[config.mk]
export PLATFORM = sky130hd
export DESIGN_NAME = fdr_ramp
export DESIGN_NICKNAME = d
export VERILOG_FILES = /design/src/fdr_pkg.sv /design/src/fdr_ramp.sv /design/src/fdr_tick.sv /design/src/fdr_target.sv
export SDC_FILE = /design/constraint.sdc
export NUM_CORES = 1
export LEC_CHECK = 0
export ABC_AREA = 1
export ABC_CLOCK_PERIOD_IN_PS = 4400
export BUFFER_PORTS_ARGS = -buffer_cell sky130_fd_sc_hd__buf_4
export CORE_ASPECT_RATIO = 0.9
export CORE_MARGIN = 3
export CORE_UTILIZATION = 55
export CTS_BUF_LIST = sky130_fd_sc_hd__clkbuf_2
export CTS_CLUSTER_DIAMETER = 120
export DETAILED_ROUTE_END_ITERATION = 8
export PLACE_DENSITY = 0.88
export SETUP_SLACK_MARGIN = 0.1
export SLEW_MARGIN = 30
export SYNTH_ARGS = -nofsm -noshare
export SYNTH_HDL_FRONTEND = slang
export SYNTH_HIERARCHICAL = 1
export SYNTH_SLANG_ARGS = --single-unit
[constraint.sdc]
create_clock -name pclk -period 4.4 [get_ports pclk]
set_input_delay 0.88 -clock pclk [delete_from_list [all_inputs] [get_ports pclk]]
set_output_delay 0.88 -clock pclk [all_outputs]
set_load 0.005 [all_outputs]
[src/fdr_pkg.sv]
// package: constants, register layout and helper functions for the fan duty ramp block
package fdr_pkg;

  // clock and update timing
  localparam int unsigned CLK_HZ          = 10_000_000;
  localparam int unsigned CYC_PER_MS      = CLK_HZ / 1000;
  localparam int unsigned FAST_UPDATE_MS  = 125;
  localparam int unsigned FAST_UPDATE_CYC = CYC_PER_MS * FAST_UPDATE_MS;
  localparam int unsigned RPM_FAST_MS     = 250;
  localparam int unsigned RPM_FAST_CYC    = CYC_PER_MS * RPM_FAST_MS;
  localparam int unsigned RPM_SLOW_MS     = 1000;
  localparam int unsigned RPM_SLOW_CYC    = CYC_PER_MS * RPM_SLOW_MS;
  localparam int unsigned TMR_W           = 28;
  localparam logic [2:0]  RATE_FASTEST    = 3'h7;

  // register word indices; byte address is four times the index
  localparam int unsigned IDX_W        = 10;
  localparam logic [9:0]  IDX_RAMP_CFG = 10'h023;
  localparam logic [9:0]  IDX_CTRL     = 10'h030;
  localparam logic [9:0]  IDX_SW_DUTY  = 10'h031;
  localparam logic [9:0]  IDX_STATUS   = 10'h032;

  // reset values
  localparam logic [7:0] RAMP_CFG_RST = 8'h52;
  localparam logic [7:0] CTRL_RST     = 8'h00;
  localparam logic [7:0] SW_DUTY_RST  = 8'h00;

  // ramp config fields
  localparam int unsigned RAMP_EN_BIT = 7;
  localparam int unsigned STEP_HI     = 6;
  localparam int unsigned STEP_LO     = 5;
  localparam int unsigned RATE_HI     = 4;
  localparam int unsigned RATE_LO     = 2;
  localparam int unsigned THR_HI      = 1;
  localparam int unsigned THR_LO      = 0;

  // control fields
  localparam int unsigned MODE_HI       = 1;
  localparam int unsigned MODE_LO       = 0;
  localparam int unsigned FAST_TACH_BIT = 2;
  localparam logic [1:0]  MODE_MANUAL   = 2'h0;
  localparam logic [1:0]  MODE_AUTO     = 2'h1;

  // status fields
  localparam int unsigned STAT_TGT_LO   = 8;
  localparam int unsigned STAT_STATE_LO = 16;

  // loop constants
  localparam logic [15:0] TACH_DEADBAND  = 16'h000A;
  localparam logic [7:0]  DUTY_MAX       = 8'hFF;
  localparam logic [2:0]  SLOPE_MAX_CODE = 3'h4;
  localparam logic [5:0]  SLOPE_BASE     = 6'h20;

  typedef enum logic [1:0] {
    ST_MANUAL = 2'b00,
    ST_AUTO   = 2'b01,
    ST_RPM    = 2'b11
  } fdr_state_t;

  function automatic logic [7:0] step_size(input logic [1:0] code);
    step_size = 8'h01 << code;
  endfunction

  function automatic logic [7:0] thresh_size(input logic [1:0] code);
    thresh_size = {6'h00, code} + 8'h01;
  endfunction

  function automatic logic [7:0] abs_diff(input logic [7:0] a, input logic [7:0] b);
    abs_diff = (a > b) ? (a - b) : (b - a);
  endfunction

  // move toward tgt by at most step, landing exactly on tgt when closer
  function automatic logic [7:0] ramp_toward(input logic [7:0] cur, input logic [7:0] tgt,
                                             input logic [7:0] step);
    if (abs_diff(cur, tgt) < step) ramp_toward = tgt;
    else if (tgt > cur) ramp_toward = cur + step;
    else ramp_toward = cur - step;
  endfunction

  // saturating move, never wraps past 0 or full scale
  function automatic logic [7:0] step_sat(input logic [7:0] cur, input logic [7:0] step,
                                          input logic up);
    if (up) step_sat = (DUTY_MAX - cur < step) ? DUTY_MAX : cur + step;
    else step_sat = (cur < step) ? 8'h00 : cur - step;
  endfunction

endpackage

[src/fdr_ramp.sv]
// fan duty ramp control: APB registers, mode sequencing and duty stepping
// Function
// - remote slope sets duty rise per degree
// - ramp config resets to 0x52
// - ramp enabled moves duty gradually in auto
// - ramp disabled loads auto target at once
// - speed mode always ramps, ignores enable
// - auto ramp step limited by step field
// - speed mode applies step field each adjustment
// - auto without ramp ignores step field
// - final update applies only remaining difference
// - auto update rate from rate field
// - manual duty mode ignores ramp config
// - speed mode adjusts while speed off target
// - auto holds duty within threshold hysteresis
// - speed mode paced by fast tach bit
// - speed mode stops within 0x000A tach
module fdr_ramp import fdr_pkg::*; #(
  parameter int unsigned UPDATE_BASE_CYC = FAST_UPDATE_CYC,
  parameter int unsigned RPM_FAST_PER    = RPM_FAST_CYC,
  parameter int unsigned RPM_SLOW_PER    = RPM_SLOW_CYC
) (
  // clock and reset
  input  wire logic        pclk,
  input  wire logic        presetn,
  // apb slave
  input  wire logic [11:0] paddr,
  input  wire logic        psel,
  input  wire logic        penable,
  input  wire logic        pwrite,
  input  wire logic [31:0] pwdata,
  output logic      [31:0] prdata,
  output logic             pready,
  output logic             pslverr,
  // temperature loop inputs
  input  wire logic [7:0]  remote_temp,
  input  wire logic [7:0]  low_temp,
  input  wire logic [7:0]  low_duty,
  input  wire logic [2:0]  remote_slope_field,
  // speed loop inputs
  input  wire logic [15:0] tach_reading,
  input  wire logic [15:0] tach_target,
  // pwm duty
  output logic      [7:0]  duty_cycle_value
);

  // register state
  logic [7:0]  duty_ramp_config_q;
  logic [7:0]  duty_ramp_config_d;
  logic [7:0]  ctrl_q;
  logic [7:0]  ctrl_d;
  logic [7:0]  sw_duty_q;
  logic [7:0]  sw_duty_d;
  logic [31:0] prdata_q;
  logic [31:0] prdata_d;
  logic        cfg_written_q;
  logic        cfg_written_d;

  // loop state
  fdr_state_t  state_q;
  fdr_state_t  state_d;
  logic [7:0]  duty_q;
  logic [7:0]  duty_d;

  // decoded fields and helpers
  logic             ramp_enable_bit;
  logic [1:0]       max_step_field;
  logic [2:0]       update_rate_field;
  logic [1:0]       adjust_threshold_field;
  logic             fast_tach_rate_bit;
  logic [7:0]       step_amt;
  logic [7:0]       thr_amt;
  logic [7:0]       auto_target;
  logic [7:0]       gap;
  logic [15:0]      tach_gap;
  logic             in_band;
  logic             tach_slow;
  logic             tick;
  logic             restart;
  logic [TMR_W-1:0] period;
  logic [IDX_W-1:0] word_idx;
  logic             hit;
  logic             wr_en;

  assign ramp_enable_bit        = duty_ramp_config_q[RAMP_EN_BIT];
  assign max_step_field         = duty_ramp_config_q[STEP_HI:STEP_LO];
  assign update_rate_field      = duty_ramp_config_q[RATE_HI:RATE_LO];
  assign adjust_threshold_field = duty_ramp_config_q[THR_HI:THR_LO];
  assign fast_tach_rate_bit     = ctrl_q[FAST_TACH_BIT];
  assign step_amt               = step_size(max_step_field);
  assign thr_amt                = thresh_size(adjust_threshold_field);

  // ---------------- apb slave ----------------
  assign word_idx = paddr[11:2];
  assign hit      = (paddr[1:0] == 2'h0) &&
                    ((word_idx == IDX_RAMP_CFG) || (word_idx == IDX_CTRL) ||
                     (word_idx == IDX_SW_DUTY) || (word_idx == IDX_STATUS));
  assign wr_en    = psel && penable && pwrite && hit;
  // read data is captured in the setup cycle, so no wait states are needed
  assign pready   = 1'b1;
  assign pslverr  = psel && penable && !hit;
  assign prdata   = prdata_q;

  always_comb begin
    duty_ramp_config_d = duty_ramp_config_q;
    ctrl_d             = ctrl_q;
    sw_duty_d          = sw_duty_q;
    cfg_written_d      = cfg_written_q;
    prdata_d           = prdata_q;
    if (wr_en) begin
      case (word_idx)
        IDX_RAMP_CFG: begin
          duty_ramp_config_d = pwdata[7:0];
          cfg_written_d      = 1'b1;
        end
        IDX_CTRL:    ctrl_d    = pwdata[7:0];
        IDX_SW_DUTY: sw_duty_d = pwdata[7:0];
        default:     ctrl_d    = ctrl_q;
      endcase
    end
    if (psel && !penable && !pwrite) begin
      prdata_d = 32'h0000_0000;
      if (paddr[1:0] == 2'h0) begin
        case (word_idx)
          IDX_RAMP_CFG: prdata_d[7:0] = duty_ramp_config_q;
          IDX_CTRL:     prdata_d[7:0] = ctrl_q;
          IDX_SW_DUTY:  prdata_d[7:0] = sw_duty_q;
          IDX_STATUS: begin
            prdata_d[7:0]                           = duty_q;
            prdata_d[STAT_TGT_LO +: 8]              = auto_target;
            prdata_d[STAT_STATE_LO +: 2]            = state_q;
          end
          default: prdata_d = 32'h0000_0000;
        endcase
      end
    end
  end

  always_ff @(posedge pclk or negedge presetn) begin
    if (!presetn) begin
      duty_ramp_config_q <= RAMP_CFG_RST;
      ctrl_q             <= CTRL_RST;
      sw_duty_q          <= SW_DUTY_RST;
      cfg_written_q      <= 1'b0;
      prdata_q           <= 32'h0000_0000;
    end else begin
      duty_ramp_config_q <= duty_ramp_config_d;
      ctrl_q             <= ctrl_d;
      sw_duty_q          <= sw_duty_d;
      cfg_written_q      <= cfg_written_d;
      prdata_q           <= prdata_d;
    end
  end

  // ---------------- loops ----------------
  fdr_target u_target (
    .pclk               (pclk),
    .presetn            (presetn),
    .remote_temp        (remote_temp),
    .low_temp           (low_temp),
    .low_duty           (low_duty),
    .remote_slope_field (remote_slope_field),
    .target_duty        (auto_target)
  );

  always_comb begin
    case (state_q)
      ST_RPM:  period = fast_tach_rate_bit ? TMR_W'(RPM_FAST_PER) : TMR_W'(RPM_SLOW_PER);
      default: period = TMR_W'(UPDATE_BASE_CYC) << (RATE_FASTEST - update_rate_field);
    endcase
  end

  // a mode change starts a fresh update interval
  assign restart = (state_d != state_q);

  fdr_tick u_tick (
    .pclk    (pclk),
    .presetn (presetn),
    .period  (period),
    .restart (restart),
    .tick    (tick)
  );

  assign gap       = abs_diff(duty_q, auto_target);
  assign tach_gap  = (tach_reading > tach_target) ? (tach_reading - tach_target)
                                                  : (tach_target - tach_reading);
  assign in_band   = (tach_gap <= TACH_DEADBAND);
  // a larger tach count means a longer period, so the fan is too slow
  assign tach_slow = (tach_reading > tach_target);

  always_comb begin
    case (ctrl_q[MODE_HI:MODE_LO])
      MODE_MANUAL: state_d = ST_MANUAL;
      MODE_AUTO:   state_d = ST_AUTO;
      default:     state_d = ST_RPM;
    endcase
    duty_d = duty_q;
    case (state_q)
      ST_MANUAL: duty_d = sw_duty_q;
      ST_AUTO: begin
        if (gap > thr_amt) begin
          if (!ramp_enable_bit) begin
            duty_d = auto_target;
          end else if (tick) begin
            // gradual paced move; step bounded; exact remainder
            duty_d = ramp_toward(duty_q, auto_target, step_amt);
          end
        end
      end
      ST_RPM: begin
        // always ramps here; adjust when off target
        if (tick && !in_band) begin
          duty_d = step_sat(duty_q, step_amt, tach_slow);
        end
      end
      default: duty_d = duty_q;
    endcase
  end

  always_ff @(posedge pclk or negedge presetn) begin
    if (!presetn) begin
      state_q <= ST_MANUAL;
      duty_q  <= SW_DUTY_RST;
    end else begin
      state_q <= state_d;
      duty_q  <= duty_d;
    end
  end

  assign duty_cycle_value = duty_q;
endmodule

[src/fdr_tick.sv]
// update pacing timer: one-cycle tick every period cycles
module fdr_tick import fdr_pkg::*; (
  // clock and reset
  input  wire logic             pclk,
  input  wire logic             presetn,
  // control
  input  wire logic [TMR_W-1:0] period,
  input  wire logic             restart,
  // event
  output logic                  tick
);

  logic [TMR_W-1:0] cnt_q;
  logic [TMR_W-1:0] cnt_d;
  logic             tick_q;
  logic             tick_d;

  always_comb begin
    cnt_d  = cnt_q + TMR_W'(1);
    tick_d = 1'b0;
    if (restart) begin
      cnt_d = '0;
    end else if (cnt_q >= period - TMR_W'(1)) begin
      cnt_d  = '0;
      tick_d = 1'b1;
    end
  end

  always_ff @(posedge pclk or negedge presetn) begin
    if (!presetn) begin
      cnt_q  <= '0;
      tick_q <= 1'b0;
    end else begin
      cnt_q  <= cnt_d;
      tick_q <= tick_d;
    end
  end

  assign tick = tick_q;

endmodule

[src/fdr_target.sv]
// automatic temperature loop: target duty from remote temperature and slope
module fdr_target import fdr_pkg::*; (
  // clock and reset
  input  wire logic       pclk,
  input  wire logic       presetn,
  // loop settings and measurement
  input  wire logic [7:0] remote_temp,
  input  wire logic [7:0] low_temp,
  input  wire logic [7:0] low_duty,
  input  wire logic [2:0] remote_slope_field,
  // result
  output logic [7:0]      target_duty
);

  logic [7:0]  target_q;
  logic [7:0]  target_d;
  logic [7:0]  rise;
  logic [5:0]  slope;
  logic [14:0] raw;

  always_comb begin
    // codes above the last defined one fall back to the gentlest slope
    slope = SLOPE_BASE >> ((remote_slope_field > SLOPE_MAX_CODE) ? SLOPE_MAX_CODE
                                                                 : remote_slope_field);
    rise  = (remote_temp > low_temp) ? (remote_temp - low_temp) : 8'h00;
    raw      = 15'(low_duty) + 15'(rise) * 15'(slope);
    target_d = (raw > 15'(DUTY_MAX)) ? DUTY_MAX : raw[7:0];
  end

  always_ff @(posedge pclk or negedge presetn) begin
    if (!presetn) begin
      target_q <= 8'h00;
    end else begin
      target_q <= target_d;
    end
  end

  assign target_duty = target_q;
endmodule

# After elaboration in Yosys (flattened, before gate mapping)
# Index checks and enable logic that the tools add are counted.
[word_totals]
ram_bits = 0
memories = 0
elab_cells = 97
reg_bits = 103
mem_bits_ro = 0
latch_bits = 0
inputBits = 108
output_inout_bits = 42
[op_classes]
bitwise = 0
n_reduce_logical = 23
div_mod_pow = 0
n_addsub = 13
order_cmp = 12
shifts = 3
n_mux = 25
multipliers = 1
n_eq_ne = 11
[op_table]
columns = ["operator", "count"]
rows = [
  ["two-way mux 8 bit", 12],
  ["two-way mux 28 bit", 3],
  ["== test 10 x 6 -> 1 bit, second input constant", 4],
  ["one-hot mux 8 bit (4 select lines)", 1],
  ["subtractor 16 bit", 2],
  ["subtractor 8 bit", 4],
  ["adder 28 x 1 -> 28 bit, second input constant", 1],
  ["greater-or-equal comparator 28 bit", 1],
  ["<< shifter 21 x 3 -> 28 bit, first input constant", 1],
  ["subtractor 28 x 1 -> 28 bit, second input constant", 1],
  ["greater-than comparator 8 bit", 3],
  ["less-than comparator 8 bit", 3],
  ["two-way mux 24 bit", 1],
  ["one-hot mux 8 bit (3 select lines)", 1],
  ["two-way mux 18 bit", 1],
  ["greater-than comparator 16 bit", 1],
  ["less-or-equal comparator 16 x 4 -> 1 bit, second input constant", 1],
  ["two-way mux 16 bit", 1],
  ["adder 8 x 14 -> 15 bit", 1],
  ["greater-than comparator 15 x 8 -> 1 bit, second input constant", 1],
  ["multiplier 8 x 6 -> 14 bit", 1],
  ["two-way mux 10 bit", 1],
  ["adder 8 bit", 1],
  ["greater-than comparator 8 x 3 -> 1 bit", 1],
  ["other kinds (21)", 40],
]

# Depth between registers and ports, before layout
# Gate-level depths: netlist (run 1).
[depth]
ltp_word = 8
ltp_mapped = 34
depth_no_buf = 34

# Cells and area by module
# Netlist (run 1), hierarchy kept.
[by_module_without_submodules]
columns = ["mod", "area_each_um2", "cells_each", "instances"]
rows = [
  ["fdr_ramp", 6722.7, 1079, 1],
  ["fdr_tick", 3136.8, 486, 1],
  ["fdr_target", 2790.2, 392, 1],
]

# Worst setup path after synthesis (run 1)
# Ideal clock, no wire load.
[synth_timing]
path_type = "input-to-reg"
from = "input port remote_temp[0]"
to = "register u_target.target_q[0], in the netlist u_target/target_duty[0]"
path_slack_ps = -1258
cell_stages = 31
arrival_time_ps = 5523
required_ps = 4265
path_cell_list = "inv_1 ha_1 inv_1 fa_1 nand2_1 inv_2 o21ai_2 nand2_2 nand2_1 o211ai_2 nand2_4 inv_4 nand2_2 nor2_1 fa_1 fa_1 fa_1 inv_1 fa_1 inv_1 ha_1 nand2_1 nand2_1 nand2_1 nand2_1 a21oi_1 nand2_1 nand2_1 nand2_2 nor2_4 nand4_1"
[synth_between]
elab_chain_len = 6
elab_cells_between_ends = 7
[synth_rtl]
columns = ["element", "line", "rtl"]
rows = [
  ["from (decl)", "fdr_ramp.sv:36", "input wire logic [7:0] remote_temp,"],
  ["subtractor 8 bit / greater-than comparator 8 bit (equally long branches)", "fdr_target.sv:25", "rise = (remote_temp > low_temp) ? (remote_temp - low_temp) : 8'h00;"],
  ["two-way mux 8 bit (*)", "fdr_target.sv:25", ""],
  ["multiplier 8 x 6 -> 14 bit (*)", "fdr_target.sv:26", "raw = 15'(low_duty) + 15'(rise) * 15'(slope);"],
  ["adder 8 x 14 -> 15 bit (*)", "fdr_target.sv:26", ""],
  ["greater-than comparator 15 x 8 -> 1 bit", "fdr_target.sv:27", "target_d = (raw > 15'(DUTY_MAX)) ? DUTY_MAX : raw[7:0];"],
  ["two-way mux 8 bit (*)", "fdr_target.sv:27", ""],
  ["named net u_target.target_d[0]", "fdr_target.sv:16", "logic [7:0] target_d;"],
  ["to (signal assigned)", "fdr_target.sv:34", "target_q <= target_d;"],
  ["to (decl)", "fdr_target.sv:15", "logic [7:0] target_q;"],
]
# The timed path passes the listed nets; every way through them passes the cells marked *.
# A chain may end at the register's enable or synchronous reset.

# Worst setup path in the final report (run 1)
[layout_timing]
from = "input port remote_temp[0]"
to = "register u_target.target_q[4], in the netlist u_target/target_duty[4]"
# Same word-level chain as after synthesis.

==> results of run 1 <==
kinds of logic after synthesis:
| family | Yosys count | synth area share, % |
|---|---|---|
| adders and majority gates | 184 | 20.4 |
| and+or+nand+nor | 1047 | 36.6 |
| AOI/OAI and AO/OA | 216 | 10.4 |
| buffers and inverters | 373 | 11.8 |
| other | 4 | 0.119 |
| xor gates and xnor gates | 44 | 3.05 |
| DFF | 89 | 17.6 |
stage by stage:
stage / power [mW] / setup slack (ns) / TNS (ns) / instance area, um^2 / util [%]
floorplan: 2.06 / -1.07 / -8.52 / 12900 / -
global placement: 2.47 / -1.39 / -11.13 / 14400 / 64.9
detailed placement: 2.53 / -1.56 / -12.43 / 14400 / 64.9
CTS: 3.11 / -0.773 / -6.12 / 14600 / 65.9
global route: 3.47 / -0.991 / -7.76 / 14800 / 66.6
finish: 3.23 / -0.869 / -6.87 / 14800 / 66.6
worst min path at each step:
stage | endpoint | cells past startpoint
4_1_cts | duty_cycle_value[0] | 1
5_1_grt | duty_cycle_value[1] | 1
6_report | duty_cycle_value[1] | 1
2_1_floorplan | sw_duty_q[1] | 2
3_3_place_gp | prdata[0] | 2
3_5_place_dp | prdata[17] | 2
sequential cells by signal, indices dropped and copies added (netlist names):
register	count
u_tick/cnt_q	28
prdata	18
ctrl_q	8
duty_cycle_value	8
duty_ramp_config_q	8
sw_duty_q	8
u_target/target_duty	8
state_q	2
u_tick/tick	1
what timing repair did:
item	in CTS	in global routing
setup buffers	4	3
endpoints found under the hold margin	0	0
pin swaps	22	24
resized for setup	10	35
setup endpoints to repair	8	8
cell type report:
cell class / instances / area (um^2)
Tap cell: 291 / 364
Sequential cell: 89 / 2230
Antenna cell: 1 / 2.50
Timing Repair Buffer: 185 / 1420
Multi-Input combinational cell: 1523 / 9300
Inverter: 334 / 1280
Clock inverter: 7 / 124
Fill cell: 1992 / 7380
Clock buffer: 9 / 45.0
layer usage:
metal	share of wire (%)	wire length, um	up-vias	global-route usage, %
li1	-	-	6546	-
met1	44	15900	6119	39.4
met2	46	16800	546	48.0
met3	8.1	2950	68	3.88
met4	1.8	637	0	6.11
met5	0	0	-	0
cell usage after synthesis, types with 18 or more instances:
master / number
nor3_1: 18
xnor2_1: 18
nand2_1: 551
nor2_1: 216
nand4_1: 36
xor2_1: 26
nand3_1: 133
o21ai_0: 39
a21oi_1: 70
o21ai_1: 31
fa_1: 37
dfrtp_1: 86
nand2_2: 24
ha_1: 147
inv_1: 317
where the power goes:
group | internal, mW | switching, mW
logic | 0.721 | 1.05
registers | 0.855 | 0.0322
clock network | 0.251 | 0.320
==> impl_metrics.py, run 1 <==
metrics = {
    "outcome": {
        "status": "finished, violations left",
        "violations": "setup timing",
    },
    "floorplan": {
        "die_w_um": 166,
        "fp-row-count": 51,
        "die_y_um": 150,
        "pin_count": 150,
        "start_util_pct": 57.1,
        "coreArea_um2": 22100,
        "die_area_um2": 24900,
    },
    "sta": {
        "rsz0062_at_grt": "true",
        "finalClockSkew_ns": 0.0727,
        "period_minus_slack_ns": 5.27,
        "relSlewSlack_pct": 35.6,
        "period_share_pct": 120,
        "hold_ws_ns": 0.167,
        "hold_viol": 0,
        "worst_pin_slew_ns": 0.962,
        "slew_violations": 0,
        "setup_ws_ns": -0.869,
        "finalSetupViolCount": 8,
        "timing.fmax_mhz": 190,
    },
    "final_layout": {
        "syn_to_final_growth_pct": 16.7,
        "final_common_cell": "nand2_1",
        "layout.cells.non_filler": 2439,
        "layout_common_cells": "nand2_1 (530), inv_1 (309), nor2_1 (208)",
        "drive_above_1_share_pct": 16.7,
        "nets": 2434,
    },
    "detailed_routing": {
        "drtIter0Drc": 1405,
        "routed_wirelength_um": 36300,
        "drc": 0,
        "drtAntennaViolNets": 0,
        "vias_per_cell": 5.44,
        "wl_per_cell_um": 14.9,
        "drt_first_pass_iters": 8,
        "vias": 13300,
    },
    "setup_path": {
        "crit_path_max_incr_delay_ns": 0.56,
        "cp-endpoint": "u_target/target_duty[4]",
        "cp-end-kind": "register",
        "slowest_stage": "fa_1",
        "startpoint_type": "input pin",
        "worst-path-max-fanout": 8,
        "worstReg2RegStart": "duty_cycle_value[0]",
        "cp-startpoint": "remote_temp[0]",
        "reg2regPathDepth": 22,
        "arrival_ns": 5.72,
        "crit_cells": 32,
        "ff2ff_setup_slack_ns": 0.50,
        "worst_r2r_endpoint": "duty_cycle_value[6]",
        "critPathKind": "input pin to register",
        "required_ns": 4.85,
        "path_buf_inv": 8,
        "crit_family": "adder cells",
    },
    "clocking": {
        "cts.sinks": 89,
        "numCtsBuffers": 9,
        "root_buffer": "clkbuf_2",
        "h-tree-depth": 3,
        "holdBufCountCts": 0,
        "clock_path_buffers": 2,
        "clk_latency_ns": 0.62,
        "cts_tree": "done",
        "cts.clk_slew.worst_paths_ns": 0.33,
    },
    "global_routing": {
        "antenna_found_initial": 1,
        "grt_pass1_vias": 12500,
        "overflow": 0,
        "grt_pass1_wl_um": 59300,
        "track_usage_pct": 28.5,
        "grt_max_degree": 74,
    },
    "pwr": {
        "peakVddDrop_uv": 125,
        "power.density_nw_per_um2": 219,
        "leakagePower_nw": 7.96,
    },
    "synth": {
        "seq_area_frac_synth_pct": 17.6,
        "synthCells": 1957,
        "synth-seq-cells": 89,
        "synth_area_leaders": "dfrtp_1 (17%), nand2_1 (16%), ha_1 (15%)",
        "ys.flop_type": "dfrtp_1",
        "syn_area_per_cell_um2": 6.46,
        "yosysTopAreaCellShare_pct": 17.0,
        "synth_area_um2": 12600,
        "synth_top_area_cell": "dfrtp_1",
        "synth-edff-count": 0,
        "synthArstFlopShare_pct": 100,
        "ys_types": 59,
        "yosysWarnings": 6,
    },
    "job": {
        "cap_violations": 0,
    },
    "hold_path": {
        "hp-class": "input pin to async pin",
    },
    "placement": {
        "hpwl_um": 29600,
        "port_buffers": 110,
        "dp.cells": 2415,
        "gp_congestion": 0.974,
    },
}
Power figures use the tool's default switching activity.
==> run 2, diff against run 1 <==
--- a/config.mk
+++ b/config.mk
@@ -6,7 +6,7 @@
 export NUM_CORES = 1
 export LEC_CHECK = 0
 export ABC_AREA = 1
-export ABC_CLOCK_PERIOD_IN_PS = 4400
+export ABC_CLOCK_PERIOD_IN_PS = 5450
 export BUFFER_PORTS_ARGS = -buffer_cell sky130_fd_sc_hd__buf_4
 export CORE_ASPECT_RATIO = 0.9
 export CORE_MARGIN = 3
@@ -14,9 +14,9 @@
 export CTS_BUF_LIST = sky130_fd_sc_hd__clkbuf_2
 export CTS_CLUSTER_DIAMETER = 120
 export DETAILED_ROUTE_END_ITERATION = 8
+export GPL_TIMING_DRIVEN = 0
 export PLACE_DENSITY = 0.88
 export SETUP_SLACK_MARGIN = 0.1
-export SLEW_MARGIN = 30
 export SYNTH_ARGS = -nofsm -noshare
 export SYNTH_HDL_FRONTEND = slang
 export SYNTH_HIERARCHICAL = 1
==> constraint.sdc (replaced) <==
create_clock -name pclk -period 5.45 [get_ports pclk]
set_input_delay 1.09 -clock pclk [delete_from_list [all_inputs] [get_ports pclk]]
set_output_delay 1.09 -clock pclk [all_outputs]
set_load 0.005 [all_outputs]
==> impl_metrics.py, run 2 (same netlist as run 1, synthesis figures left out) <==
metrics = {
    "final_layout": {
        "nets": 2409,
        "final_common_cell": "nand2_1",
        "register_area_um2": 2230,
        "syn_to_final_growth_pct": 14.8,
        "utilization_pct": 65.6,
        "drive_above_1_share_pct": 15.7,
        "fillers": 1995,
        "layout_common_cells": "nand2_1 (529), inv_1 (309), nor2_1 (205)",
        "largest-register": "u_tick/cnt_q",
        "largest_reg_flops": 28,
        "multi_input_area_um2": 9390,
    },
    "clocking": {
        "holdBufCountCts": 0,
        "root_buffer": "clkbuf_2",
        "clk_latency_ns": 0.58,
        "cts_tree": "done",
        "cts.sinks": 89,
        "clock_path_buffers": 2,
        "numCtsBuffers": 9,
        "h-tree-depth": 3,
        "cts.clk_slew.worst_paths_ns": 0.30,
    },
    "sta": {
        "slew_violations": 0,
        "finalSetupViolCount": 8,
        "setup_ws_ns": -0.132,
        "relSlewSlack_pct": 24.4,
        "period_minus_slack_ns": 5.58,
        "hold_viol": 0,
        "period_share_pct": 102,
        "finalClockSkew_ns": 0.0351,
        "worst_pin_slew_ns": 1.13,
        "rsz0062_at_grt": "true",
        "timing.fmax_mhz": 179,
    },
    "detailed_routing": {
        "drt_first_pass_iters": 6,
        "drc": 0,
        "wl_per_cell_um": 15.3,
        "routed_wirelength_um": 37000,
        "vias_per_cell": 5.48,
        "drtAntennaViolNets": 0,
        "vias": 13200,
        "drtIter0Drc": 1229,
    },
    "pwr": {
        "peakVddDrop_uv": 116,
        "leakagePower_nw": 7.74,
        "power_mw": 2.46,
        "power.density_nw_per_um2": 169,
    },
    "setup_path": {
        "critPathKind": "input pin to register",
        "worst-path-max-fanout": 8,
        "cp-end-kind": "register",
        "startpoint_type": "input pin",
        "arrival_ns": 6.04,
        "required_ns": 5.91,
    },
    "hold_path": {
        "hp-class": "register to register",
    },
    "floorplan": {
        "die_y_um": 150,
        "pin_count": 150,
        "fp-row-count": 51,
        "die_area_um2": 24900,
        "die_w_um": 166,
        "coreArea_um2": 22100,
        "start_util_pct": 57.1,
    },
    "global_routing": {
        "grt_max_degree": 90,
        "grt_pass1_vias": 12600,
        "grt_pass1_wl_um": 59700,
        "antenna_found_initial": 1,
        "overflow": 0,
        "track_usage_pct": 28.6,
    },
    "job": {
        "cap_violations": 0,
    },
    "placement": {
        "place_ws_ns": -0.745,
        "hpwl_um": 29700,
        "gp_congestion": 1.03,
        "port_buffers": 110,
    },
    "outcome": {
        "status": "finished, violations left",
        "violations": "setup timing",
    },
}
## run 2: path summary, 6_finish.rpt
kind / start / cells past startpoint / slack [ns] / end
hold reg to reg: prdata[9] / 2 / 0.53 / prdata[9]
hold / removal: prdata[9] / 2 / 0.53 / prdata[9]
setup reg to reg: duty_ramp_config_q[4] / 19 / 0.92 / u_tick/cnt_q[11]
setup / recovery: low_temp[2] / 25 / -0.13 / u_target/target_duty[2]
max in group asynchronous: presetn / 1 / 4.03 / u_tick/cnt_q[4]
min in group asynchronous: presetn / 1 / 0.65 / prdata[7]
## run 2: what timing repair did
item	4_1_cts	5_1_grt
pin swaps	25	26
endpoints found under the hold margin	0	0
setup buffers	9	2
resized for setup	18	37
endpoints found under the setup margin	8	8
## run 2: cell type report
class                   instances  share of cell area, %
clock inverters                 7                  0.439
clock buffers                   9                  0.310
flip-flops and latches         89                   15.4
well taps                     291                   2.51
repair buffers                121                   6.33
diodes                          1                 0.0172
multi-input cells            1523                   64.6
inverters                     334                   8.78
plain buffers                  39                   1.62
## run 2: power by group
part,internal [mW],switching (mW)
clock network,0.0691,0.262
registers,0.690,0.0253
logic,0.539,0.869
total,1.30,1.16
## run 2: per-stage QoR
stage	hold slack, ns	instances	TNS, ns	cell area [um^2]
3_3_place_gp	0.466	2386	-5.02	14100
3_5_place_dp	0.464	2386	-5.83	14100
2_1_floorplan	0.459	1985	-1.80	12900
6_report	0.532	2414	-0.872	14500
5_1_grt	0.561	2414	-2.01	14500
4_1_cts	0.531	2411	0	14300
## run 2: routing by layer
metal  up-vias  global-route usage (%)  part of all wire [%]
met1      6108                    39.4                    44
met4         0                    7.19                   2.2
met2       552                    47.8                    46
met5         -                       0                     0
met3        82                    3.99                   8.0
li1       6488                       -                     -
## run 2: worst max-delay path, stage by stage
cell and delay, ns:
buf_4 0.11, inv_1 0.10, ha_4 0.23, a21oi_1 0.22
nand2_2 0.12, nand2_2 0.13, a21oi_2 0.08, o21ai_1 0.16
nand2_2 0.12, nor2_2 0.16, nand2_1 0.09, fa_1 0.51
fa_1 0.55, inv_1 0.06, fa_1 0.56, fa_1 0.46
ha_4 0.36, nand2_4 0.09, nor2_4 0.16, and2_4 0.16
nand2_2 0.06, nand3_2 0.07, nand2_2 0.08, nor2_4 0.19
nand4_1 0.12
